**config.mk**
```make
export PLATFORM = sky130hd
export DESIGN_NAME = dior_router
export DESIGN_NICKNAME = d
export VERILOG_FILES = /design/src/verilog/dior_pkg.sv /design/src/verilog/dior_tick.sv /design/src/verilog/dior_router.sv
export SDC_FILE = /design/constraint.sdc
export NUM_CORES = 1
export LEC_CHECK = 0
export BUFFER_PORTS_ARGS = -buffer_cell sky130_fd_sc_hd__buf_4
export CAP_MARGIN = 10
export CORE_ASPECT_RATIO = 1.4
export CORE_UTILIZATION = 55
export CTS_BUF_LIST = sky130_fd_sc_hd__clkbuf_4 sky130_fd_sc_hd__clkbuf_8
export DETAILED_ROUTE_END_ITERATION = 16
export HOLD_SLACK_MARGIN = 0.03
export PLACE_DENSITY = 0.78
export SYNTH_ARGS = -nofsm -noshare
export SYNTH_HDL_FRONTEND = slang
export SYNTH_SLANG_ARGS = --single-unit
```
**constraint.sdc**
```tcl
create_clock -name pclk -period 3.1 [get_ports pclk]
set_clock_uncertainty 0.05 [all_clocks]
set_input_delay 0.31 -clock pclk [delete_from_list [all_inputs] [get_ports pclk]]
set_output_delay 0.31 -clock pclk [all_outputs]
set_load 0.02 [all_outputs]
```
**src/verilog/dior_pkg.sv**
```systemverilog
// constants and types of the four-line digital i/o function router
// assumes a 10 MHz pclk and software access over apb with 32-bit data
package dior_pkg;
   localparam int          DIOR_LINES          = 4;
   localparam int          DIOR_LANE_W         = 8;
   // register byte offsets
   localparam logic [7:0]  DIOR_OFS_MODE       = 8'h00;
   localparam logic [7:0]  DIOR_OFS_IN_FUNC    = 8'h04;
   localparam logic [7:0]  DIOR_OFS_OUT_SRC    = 8'h08;
   localparam logic [7:0]  DIOR_OFS_USER_FLAGS = 8'h0c;
   localparam logic [7:0]  DIOR_OFS_STATUS     = 8'h10;
   // reset values
   localparam logic [7:0]  DIOR_MODE_RST       = 8'h00;
   localparam logic [31:0] DIOR_IN_FUNC_RST    = 32'h0000_0000;
   localparam logic [31:0] DIOR_OUT_SRC_RST    = 32'h0000_0000;
   localparam logic [3:0]  DIOR_USER_RST       = 4'h0;
   // field layout: mode two bits per line, function and source one byte per line
   localparam int          DIOR_MODE_W         = 2;
   localparam int          DIOR_FN_LSB         = 0;
   localparam int          DIOR_IDX_LSB        = 4;
   localparam int          DIOR_ACT_BIT        = 6;
   localparam int          DIOR_GRP_LSB        = 5;
   localparam int          DIOR_STAT_OUT_LSB   = 4;
   localparam int          DIOR_STAT_PSET_LSB  = 8;
   localparam int          DIOR_STAT_RANGE_BIT = 16;
   // refresh tick: longest allowed period, rounded down to whole cycles
   localparam int          DIOR_TICK_PERIOD_NS = 100000;
   localparam int          DIOR_CLK_PERIOD_NS  = 100;
   localparam int          DIOR_TICK_CYCLES    = DIOR_TICK_PERIOD_NS / DIOR_CLK_PERIOD_NS;

   typedef enum logic [1:0] {
      DIOR_MODE_IN,
      DIOR_MODE_OUT,
      DIOR_MODE_PSET
   } dior_mode_t;

   typedef enum logic [2:0] {
      DIOR_FN_NONE,
      DIOR_FN_RANGE,
      DIOR_FN_CHAN,
      DIOR_FN_PEAK,
      DIOR_FN_HELD
   } dior_fn_t;

   typedef enum logic [2:0] {
      DIOR_GRP_CONST,
      DIOR_GRP_DIO,
      DIOR_GRP_FIELDBUS,
      DIOR_GRP_USER,
      DIOR_GRP_VALID,
      DIOR_GRP_LIMIT,
      DIOR_GRP_STATUS
   } dior_grp_t;

   typedef struct packed {
      logic [3:0] zero_set;
      logic [3:0] zero_clear;
      logic [3:0] hw_reset;
      logic [3:0] sw_reset;
      logic [3:0] peak_reset;
      logic [3:0] held_reset;
   } dior_act_t;
endpackage

```
**src/verilog/dior_tick.sv**
```systemverilog
// periodic tick generator for the i/o refresh
// assumes one free-running clock; tick is a one-cycle pulse from a flip-flop
`timescale 1ns/100ps
module dior_tick #(
   parameter int CYCLES = dior_pkg::DIOR_TICK_CYCLES
) (
   input  wire logic pclk,
   input  wire logic presetn,
   output logic      tick
);
   localparam int CW = $clog2(CYCLES);

   logic [CW-1:0] cnt_reg;
   logic [CW-1:0] cnt_next;
   logic          tick_reg;
   logic          tick_next;

   always_comb begin
      tick_next = 1'b0;
      if (cnt_reg == CW'(CYCLES - 1)) begin
         cnt_next  = '0;
         tick_next = 1'b1;
      end else begin
         cnt_next = cnt_reg + CW'(1);
      end
   end

   always_ff @(posedge pclk or negedge presetn) begin
      if (!presetn) begin
         cnt_reg  <= '0;
         tick_reg <= 1'b0;
      end else begin
         cnt_reg  <= cnt_next;
         tick_reg <= tick_next;
      end
   end

   assign tick = tick_reg;
endmodule

```
**src/verilog/dior_router.sv**
```systemverilog
// four-line digital i/o function router with apb register access
// assumes field inputs already synchronous to pclk; pad logic resolves dio_oe
//
// Summary of operation
// - four lines, each set to exactly one of input, output or parameter-set mode.
// - parameter-set lines together form the active parameter set number.
// - a range input switches the piezo inputs between small and large range by its level.
// - a channel input sets or clears zero on strain channels, or hard or soft resets piezo ones.
// - an input can reset one selected peak statistic or one selected held statistic.
// - an output line can show any selected device status or error object.
// - an output can also show dio, fieldbus, user, valid or limit flags, or constant 1 or 0.
//
// Design decisions made here: the APB register port and the address map.
`timescale 1ns/100ps
module dior_router #(
   parameter int TICK_CYCLES = dior_pkg::DIOR_TICK_CYCLES,
   parameter int STATUS_W    = 32
) (
   input  wire logic              pclk,
   input  wire logic              presetn,
   input  wire logic              psel,
   input  wire logic              penable,
   input  wire logic              pwrite,
   input  wire logic [7:0]        paddr,
   input  wire logic [31:0]       pwdata,
   output logic [31:0]            prdata,
   output logic                   pready,
   output logic                   pslverr,
   input  wire logic [3:0]        dio_in,
   output logic [3:0]             dio_out,
   output logic [3:0]             dio_oe,
   input  wire logic [3:0]        ch_is_piezo,
   input  wire logic [3:0]        fieldbus_flags,
   input  wire logic [3:0]        chan_valid,
   input  wire logic [7:0]        limit_sw,
   input  wire logic [STATUS_W-1:0] dev_status,
   output logic [3:0]             pset_active,
   output logic                   piezo_range_small,
   output dior_pkg::dior_act_t    act
);
   logic        tick;
   logic [7:0]  mode_reg,   mode_next;
   logic [31:0] fn_reg,     fn_next;
   logic [31:0] src_reg,    src_next;
   logic [3:0]  user_reg,   user_next;
   logic [3:0]  smp_reg,    smp_next;
   logic [3:0]  out_reg,    out_next;
   logic [3:0]  oe_reg,     oe_next;
   logic [3:0]  pset_reg,   pset_next;
   logic        range_reg,  range_next;
   logic [31:0] rdata_reg,  rdata_next;
   logic        ready_reg,  ready_next;
   logic        err_reg,    err_next;
   logic [3:0]  dio_level;
   dior_pkg::dior_act_t act_reg, act_next;

   dior_tick #(
      .CYCLES  (TICK_CYCLES)
   ) u_tick (
      .pclk    (pclk),
      .presetn (presetn),
      .tick    (tick)
   );

   function automatic dior_pkg::dior_mode_t line_mode(input logic [7:0] m, input int i);
      logic [1:0] f;
      f = m[i*dior_pkg::DIOR_MODE_W +: dior_pkg::DIOR_MODE_W];
      // reserved code falls back to input so a line never drives by accident
      if (f == 2'h1) begin
         line_mode = dior_pkg::DIOR_MODE_OUT;
      end else if (f == 2'h2) begin
         line_mode = dior_pkg::DIOR_MODE_PSET;
      end else begin
         line_mode = dior_pkg::DIOR_MODE_IN;
      end
   endfunction

   function automatic logic sel_source(input logic [7:0] src, input logic [3:0] dio,
                                       input logic [3:0] usr);
      logic [4:0] idx;
      idx = src[4:0];
      case (src[7:dior_pkg::DIOR_GRP_LSB])
         dior_pkg::DIOR_GRP_CONST:    sel_source = idx[0];
         dior_pkg::DIOR_GRP_DIO:      sel_source = dio[idx[1:0]];
         dior_pkg::DIOR_GRP_FIELDBUS: sel_source = fieldbus_flags[idx[1:0]];
         dior_pkg::DIOR_GRP_USER:     sel_source = usr[idx[1:0]];
         dior_pkg::DIOR_GRP_VALID:    sel_source = chan_valid[idx[1:0]];
         dior_pkg::DIOR_GRP_LIMIT:    sel_source = limit_sw[idx[2:0]];
         dior_pkg::DIOR_GRP_STATUS: begin
            sel_source = (int'(idx) < STATUS_W) ? dev_status[idx] : 1'b0;
         end
         default:                     sel_source = 1'b0;
      endcase
   endfunction

   // dio flags show the line as it stands: driven level or sampled input
   assign dio_level = (oe_reg & out_reg) | (~oe_reg & smp_reg);

   // field side: everything is set only on the tick; act pulses clear again the cycle after
   always_comb begin
      int         k;
      logic [7:0] lane;
      logic [1:0] idx;
      logic       rise;
      k          = 0;
      lane       = '0;
      idx        = '0;
      rise       = 1'b0;
      smp_next   = smp_reg;
      out_next   = out_reg;
      oe_next    = oe_reg;
      pset_next  = pset_reg;
      range_next = range_reg;
      act_next   = '0;
      if (tick) begin
         smp_next  = dio_in;
         pset_next = '0;
         for (int i = 0; i < dior_pkg::DIOR_LINES; i++) begin
            lane = fn_reg[i*dior_pkg::DIOR_LANE_W +: dior_pkg::DIOR_LANE_W];
            idx  = lane[dior_pkg::DIOR_IDX_LSB +: 2];
            rise = dio_in[i] & ~smp_reg[i];
            case (line_mode(mode_reg, i))
               dior_pkg::DIOR_MODE_OUT: begin
                  oe_next[i]  = 1'b1;
                  out_next[i] = sel_source(src_reg[i*dior_pkg::DIOR_LANE_W +:
                                           dior_pkg::DIOR_LANE_W],
                                           dio_level, user_reg);
               end
               dior_pkg::DIOR_MODE_PSET: begin
                  oe_next[i]  = 1'b0;
                  out_next[i] = 1'b0;
                  pset_next[k[1:0]] = dio_in[i];
                  k = k + 1;
               end
               default: begin
                  oe_next[i]  = 1'b0;
                  out_next[i] = 1'b0;
                  case (lane[2:0])
                     dior_pkg::DIOR_FN_RANGE: begin
                        range_next = ~dio_in[i];
                     end
                     dior_pkg::DIOR_FN_CHAN: begin
                        // actions fire once per rising input edge
                        if (rise) begin
                           if (!ch_is_piezo[idx] && !lane[dior_pkg::DIOR_ACT_BIT]) begin
                              act_next.zero_set[idx] = 1'b1;
                           end else if (!ch_is_piezo[idx]) begin
                              act_next.zero_clear[idx] = 1'b1;
                           end else if (!lane[dior_pkg::DIOR_ACT_BIT]) begin
                              act_next.hw_reset[idx] = 1'b1;
                           end else begin
                              act_next.sw_reset[idx] = 1'b1;
                           end
                        end
                     end
                     dior_pkg::DIOR_FN_PEAK: begin
                        act_next.peak_reset[idx] = act_next.peak_reset[idx] | rise;
                     end
                     dior_pkg::DIOR_FN_HELD: begin
                        act_next.held_reset[idx] = act_next.held_reset[idx] | rise;
                     end
                     default: begin
                     end
                  endcase
               end
            endcase
         end
      end
   end

   // apb slave: answer one cycle into the access phase, commit at the completing edge
   always_comb begin
      mode_next  = mode_reg;
      fn_next    = fn_reg;
      src_next   = src_reg;
      user_next  = user_reg;
      rdata_next = rdata_reg;
      ready_next = 1'b0;
      err_next   = 1'b0;
      if (psel && penable && !ready_reg) begin
         ready_next = 1'b1;
         rdata_next = '0;
         case (paddr)
            dior_pkg::DIOR_OFS_MODE:       rdata_next[7:0] = mode_reg;
            dior_pkg::DIOR_OFS_IN_FUNC:    rdata_next      = fn_reg;
            dior_pkg::DIOR_OFS_OUT_SRC:    rdata_next      = src_reg;
            dior_pkg::DIOR_OFS_USER_FLAGS: rdata_next[3:0] = user_reg;
            dior_pkg::DIOR_OFS_STATUS: begin
               rdata_next[3:0] = smp_reg;
               rdata_next[dior_pkg::DIOR_STAT_OUT_LSB +: 4]  = out_reg;
               rdata_next[dior_pkg::DIOR_STAT_PSET_LSB +: 4] = pset_reg;
               rdata_next[dior_pkg::DIOR_STAT_RANGE_BIT]     = range_reg;
            end
            default:                       err_next = 1'b1;
         endcase
      end else if (psel && penable && ready_reg) begin
         if (pwrite && !err_reg) begin
            case (paddr)
               dior_pkg::DIOR_OFS_MODE:       mode_next = pwdata[7:0];
               dior_pkg::DIOR_OFS_IN_FUNC:    fn_next   = pwdata;
               dior_pkg::DIOR_OFS_OUT_SRC:    src_next  = pwdata;
               dior_pkg::DIOR_OFS_USER_FLAGS: user_next = pwdata[3:0];
               default: begin
               end
            endcase
         end
      end
   end

   always_ff @(posedge pclk or negedge presetn) begin
      if (!presetn) begin
         mode_reg  <= dior_pkg::DIOR_MODE_RST;
         fn_reg    <= dior_pkg::DIOR_IN_FUNC_RST;
         src_reg   <= dior_pkg::DIOR_OUT_SRC_RST;
         user_reg  <= dior_pkg::DIOR_USER_RST;
         smp_reg   <= '0;
         out_reg   <= '0;
         oe_reg    <= '0;
         pset_reg  <= '0;
         range_reg <= 1'b0;
         act_reg   <= '0;
         rdata_reg <= '0;
         ready_reg <= 1'b0;
         err_reg   <= 1'b0;
      end else begin
         mode_reg  <= mode_next;
         fn_reg    <= fn_next;
         src_reg   <= src_next;
         user_reg  <= user_next;
         smp_reg   <= smp_next;
         out_reg   <= out_next;
         oe_reg    <= oe_next;
         pset_reg  <= pset_next;
         range_reg <= range_next;
         act_reg   <= act_next;
         rdata_reg <= rdata_next;
         ready_reg <= ready_next;
         err_reg   <= err_next;
      end
   end

   assign prdata            = rdata_reg;
   assign pready            = ready_reg;
   assign pslverr           = err_reg;
   assign dio_out           = out_reg;
   assign dio_oe            = oe_reg;
   assign pset_active       = pset_reg;
   assign piezo_range_small = range_reg;
   assign act               = act_reg;
endmodule

```
== Word level (Yosys, flattened, before mapping) ==
Index checks and enable logic that the tools add are counted.

* $add $sub $neg: 3
* Magnitude comparators: 26
* Eq/ne operators: 61
* Muxes and demuxes: 197
* Bitwise gates (word level): 37
* Reduce and logical (&&, ||, !) cells: 39

{| class="wikitable"
|+ Operator list
! operator !! number
|-
| $mux W24 || 8
|-
| $mux W16 || 8
|-
| $mux W4 || 29
|-
| $mux W1 || 65
|-
| $bmux W1 S2 || 27
|-
| $or A4 B4 Y4 || 13
|-
| $eq A3 B2 Y1 const B || 16
|-
| $eq A3 B3 Y1 const B || 16
|-
| $mux W12 || 4
|-
| $bwmux W4 || 9
|-
| $mux W2 || 17
|-
| $lt A2 B3 Y1 const B || 11
|-
| $mux W8 || 4
|-
| $pmux W15 S2 || 1
|-
| $pmux W1 S7 || 4
|-
| $eq A3 B1 Y1 const B || 8
|-
| $lt A5 B6 Y1 const B || 4
|-
| $bmux W1 S5 || 4
|-
| $pmux W4 S5 || 1
|-
| $eq A2 B1 Y1 const B || 8
|-
| $eq A2 B2 Y1 const B || 8
|-
| $eq A8 B4 Y1 const B || 2
|-
| $lt A3 B4 Y1 const B || 4
|-
| $pmux W4 S4 || 1
|-
| 24 further kinds || 91
|}

* Register bits: 162
* Input port bits: 101
* Output and inout port bits: 71
* Word-level logic and storage cells: 383

== Depth between registers and ports, before layout ==
* Depth in word-level cells: 35
* Gate-level depth with buffers: 9
* Mapped depth without buffers: 9

== Hierarchy ==
A second synthesis with hierarchy kept.

* Cells, all modules: 884
* Area, all modules: 9850.7 µm²

{| class="wikitable"
|+ Modules (own cells, without submodules)
! module !! times used !! cells an instance !! area each (µm²) !! seq. area each (µm²)
|-
| dior_router || 1 || 841 || 9352.7 || 3778.6
|-
| dior_tick || 1 || 43 || 498.0 || 275.3
|}

== Worst setup path after synthesis ==
Ideal clock, no wire load.

* Path kind: input to register
* From: in paddr[5]
* To: reg fn_reg[10]
* Library setup time: 125 ps
* Data arrival time: 1969 ps
* Required time: 2925 ps
* Setup slack: 956 ps
* Cell stages on the path: 7
* Buffers on the path: 2
* Cell sequence: or4_4 nor3_4 and3b_1 and2_1 buf_4 buf_6 mux2_2

* Word-level cells in the longest chain between the ends: 2

{| class="wikitable"
|+ Ends and longest elaborated chain
! what !! line !! source
|-
| start: declaration || dior_router.sv:24 || <nowiki>input wire logic [7:0] paddr,</nowiki>
|-
| $eq A8 B3 Y1 || dior_router.sv:198 || <nowiki>case (paddr)</nowiki>
|-
| $reduce_and A4 Y1 (no line) || - ||
|-
| end signal: assignment || dior_router.sv:213 || <nowiki>fn_reg <= dior_pkg::DIOR_IN_FUNC_RST;</nowiki>
|-
| end signal: assignment || dior_router.sv:227 || <nowiki>fn_reg <= fn_next;</nowiki>
|-
| end: declaration || dior_router.sv:43 || <nowiki>logic [31:0] fn_reg, fn_next;</nowiki>
|}

Every way passes these cells.
A chain may end at the register's enable or synchronous reset.

== Final worst setup path ==
* From: reg src_reg[16]
* To: reg out_reg[2], in the netlist dio_out[2]

* Word-level cells in the longest chain between the ends: 4
* Elaborated cells on any way between the ends: 14
* Those cells by class: mux (14)

{| class="wikitable"
|+ Ends and longest elaborated chain
! what !! line !! source
|-
| start: declaration || dior_router.sv:44 || <nowiki>logic [31:0] src_reg, src_next;</nowiki>
|-
| start signal: assignment || dior_router.sv:214 || <nowiki>src_reg <= dior_pkg::DIOR_OUT_SRC_RST;</nowiki>
|-
| start signal: assignment || dior_router.sv:228 || <nowiki>src_reg <= src_next;</nowiki>
|-
| $bmux W1 S5 (tied with other cells) || dior_router.sv:90 || <nowiki>sel_source = (int'(idx) < STATUS_W) ? dev_status[idx] : 1'b0;</nowiki>
|-
| $mux W1 (not written as such) (tied with other cells) || dior_router.sv:90 ||
|-
| $pmux W1 S7 * || dior_router.sv:82 || <nowiki>case (src[7:dior_pkg::DIOR_GRP_LSB])</nowiki>
|-
| $mux W1 * || dior_router.sv:122 || <nowiki>case (line_mode(mode_reg, i))</nowiki>
|-
| end signal: assignment || dior_router.sv:231 || <nowiki>out_reg <= out_next;</nowiki>
|-
| end: declaration || dior_router.sv:47 || <nowiki>logic [3:0] out_reg, out_next;</nowiki>
|}

Mark *: on every way between the ends. The rest lies on a longest branch, timed or not. The select of a mux whose other input is x is not followed.

==> results.json <==
{
  "synth_top_area_share_pct": 39.9,
  "final_cell_area_um2": 12100,
  "coreArea_um2": 18000,
  "power_density_nw_per_um2": 350,
  "drt_iter0_drc": 793,
  "placed_area_um2": 11600,
  "syn_to_final_growth_pct": 19.4,
  "ys.flop_type": "dfrtp_1",
  "critPathLaunchType": "register",
  "arrival_ns": 2.79,
  "firstDrtPassIters": 6,
  "ant_nets": 0,
  "fp.dieH_um": 163,
  "fin_crit_ns": 2.52,
  "layout_commonest_cell": "buf_4",
  "slew_headroom_pct": 33.3,
  "crit_family": "multiplexers",
  "antenna_found_initial": 0,
  "fill_cells": 1464,
  "final_cell_mix": "buf_4 (186), dfrtp_1 (162), nor2_1 (84), mux4_2 (55), mux2_2 (55)",
  "die_x_um": 117,
  "tns_ns": 0,
  "use_met3_pct": 5.06,
  "required_ns": 3.38,
  "synth-async-reset-ratio_pct": 100,
  "path_class": "register to register",
  "ys_seq_area_share_pct": 39.9,
  "grt-ovfl-total": 0,
  "die-area_um2": 19000,
  "io_pins": 172,
  "synth_edf_count": 0,
  "numPortBuffers": 171,
  "hpwlAfterDp_um": 23100,
  "top_usage_layer": "met2",
  "path_clk_slew_ns": 0.09,
  "cp-end-kind": "register",
  "gp_congestion": 0.969,
  "hold_viol": 0,
  "yosysTopAreaCell": "dfrtp_1",
  "synth_fa_ha_area_share_pct": 1.48,
  "diodes": 0,
  "grt_pass1_wl_um": 48100,
  "cts_tree": "done",
  "synthDistinctLibCells": 66,
  "fmax_ghz": 0.397,
  "drc": 0,
  "wirelength_um": 31100,
  "h-tree-depth": 4,
  "cts_root_buf": "clkbuf_8",
  "dp_cells": 1275,
  "initial_core_util_pct": 56.4,
  "layout.nets": 1184,
  "rsz0062_at_grt": "no",
  "avgViaCountPerCell": 6.54,
  "syn_area_per_cell_um2": 11.1,
  "postCtsSetupBuffers": 0,
  "syn_nets": 1028,
  "ys.warnings.count": 0,
  "num_vias": 8657,
  "met2_usage_pct": 57.6,
  "cap_violations": 0,
  "setup_violations": 0,
  "crit_fanout": 11,
  "grt_pass1_vias": 8368,
  "final_layout_size_suffix_gt1_share_pct": 34.2,
  "wl_per_cell_um": 23.5,
  "synth_seq_cells": 162,
  "cts_sinks": 162,
  "yosys-top-cells-area": "dfrtp_1 (40%), mux4_2 (12%), mux2_2 (6.1%)",
  "grt_max_degree": 90,
  "fin_cells": 1324,
  "synthSimpleGateAreaFrac_pct": 15.3,
  "grtUsageMet1_pct": 43.1,
  "synth_top_family_by_area": "multiplexers",
  "finalMaxSlewViolations": 0,
  "p_leak_nw": 5.20,
  "synthMuxAreaShare_pct": 26.2,
  "clock_latency_ns": 0.46,
  "synth_xor_area_share_pct": 0.863,
  "ctsLongestPathBuffers": 2,
  "crit_chain": "mux4_2 > mux2_2 > a221o_1 > o311ai_0 > o221ai_1",
  "worst_path_max_delay_cell": "dfrtp_1",
  "status": "finished clean",
  "fp-row-count": 58,
  "grt_use_total_pct": 34.6,
  "netlist_area_um2": 10100,
  "ir_drop_v": 0.000265,
  "period_share_pct": 81.2,
  "synth-compound-area-share_pct": 12.0,
  "worst_pin_slew_ns": 1.00,
  "cts_buffers": 17,
  "max_stage_delay_ns": 0.83,
  "crit_buf_inv": 0,
  "synth_cells": 915,
  "hold_class": "input pin to register"
}
[layer usage]
metal	vias to the layer above	wire length [um]
li1	3792	-
met1	4334	11600
met2	438	16000
met3	93	2010
met4	0	1460
met5	-	0
[Yosys cell counts (6+ instances only)]
master	instances
a21boi_0	6
a21oi_1	9
a221oi_1	20
a222oi_1	13
and3_1	8
buf_2	15
buf_6	6
clkbuf_1	41
dfrtp_1	162
ha_1	12
inv_1	24
mux2_2	55
mux2_4	30
mux2i_1	33
mux4_2	55
nand2_1	51
nand2b_1	18
nand3_1	26
nand3b_1	15
nand4_1	11
nor2_1	84
nor2b_1	16
nor3_1	22
nor4_1	6
nor4b_1	6
o21a_1	11
o21ai_0	40
o22ai_1	20
o31a_1	8
xor2_1	7
[path summary, 6_finish.rpt]
check	startpoint	to	slack (ns)	cells past startpoint
worst max-delay path	src_reg[16]	dio_out[2]	0.58	5
worst min-delay path	pwdata[9]	src_reg[9]	0.06	2
worst max register to register	src_reg[16]	dio_out[2]	0.58	5
worst min register to register	prdata[16]	prdata[16]	0.44	2
max in group asynchronous	presetn	act[18]	1.72	3
min in group asynchronous	presetn	prdata[30]	0.43	2
[area by class of cell]
type / instances / area [um^2] / share of cell area (%)
multi-input combinational: 660 / 5670 / 46.8
sequential: 162 / 4050 / 33.5
timing repair buffer: 206 / 1620 / 13.4
tap: 240 / 300 / 2.48
clock buffer: 18 / 241 / 1.99
clock inverter: 14 / 144 / 1.19
inverter: 24 / 90.1 / 0.744
[power breakdown]
| group | internal, W | leakage (nW) | total (W) | switching [W] |
|---|---|---|---|---|
| Sequential | 0.00215 | 2.18 | 0.00219 | 0.0000329 |
| Combinational | 0.000246 | 2.83 | 0.000514 | 0.000268 |
| Clock | 0.000671 | 0.190 | 0.00154 | 0.000871 |
[repair_timing]
action / 4_1_cts / 5_1_grt
resized for setup: 0 / 0
endpoints found under the hold margin: 108 / 1
hold buffers: 16 / 1
[cells by family after synthesis]
kind of cell | Yosys count
AND/OR/NAND/NOR | 294
multiplexers | 175
AO/OA/AOI/OAI | 169
flip-flops | 162
buffers and inverters | 93
adder cells (fa/ha/maj) | 12
XOR/XNOR | 10
[metrics by stage]
| stage | utilization (%) | hold slack (ns) | total power [W] | setup WS (ns) |
|---|---|---|---|---|
| floorplan | - | -0.0356 | 0.00243 | 0.956 |
| detailed placement | 64.2 | 0.384 | 0.00273 | 0.533 |
| global placement | 64.2 | 0.391 | 0.00272 | 0.579 |
| global route | 67.3 | 0.0357 | 0.00441 | 0.454 |
| finish | 67.3 | 0.0590 | 0.00424 | 0.582 |
| CTS | 67.3 | 0.0308 | 0.00426 | 0.594 |
Note: power is estimated with default switching activity, not from simulation.
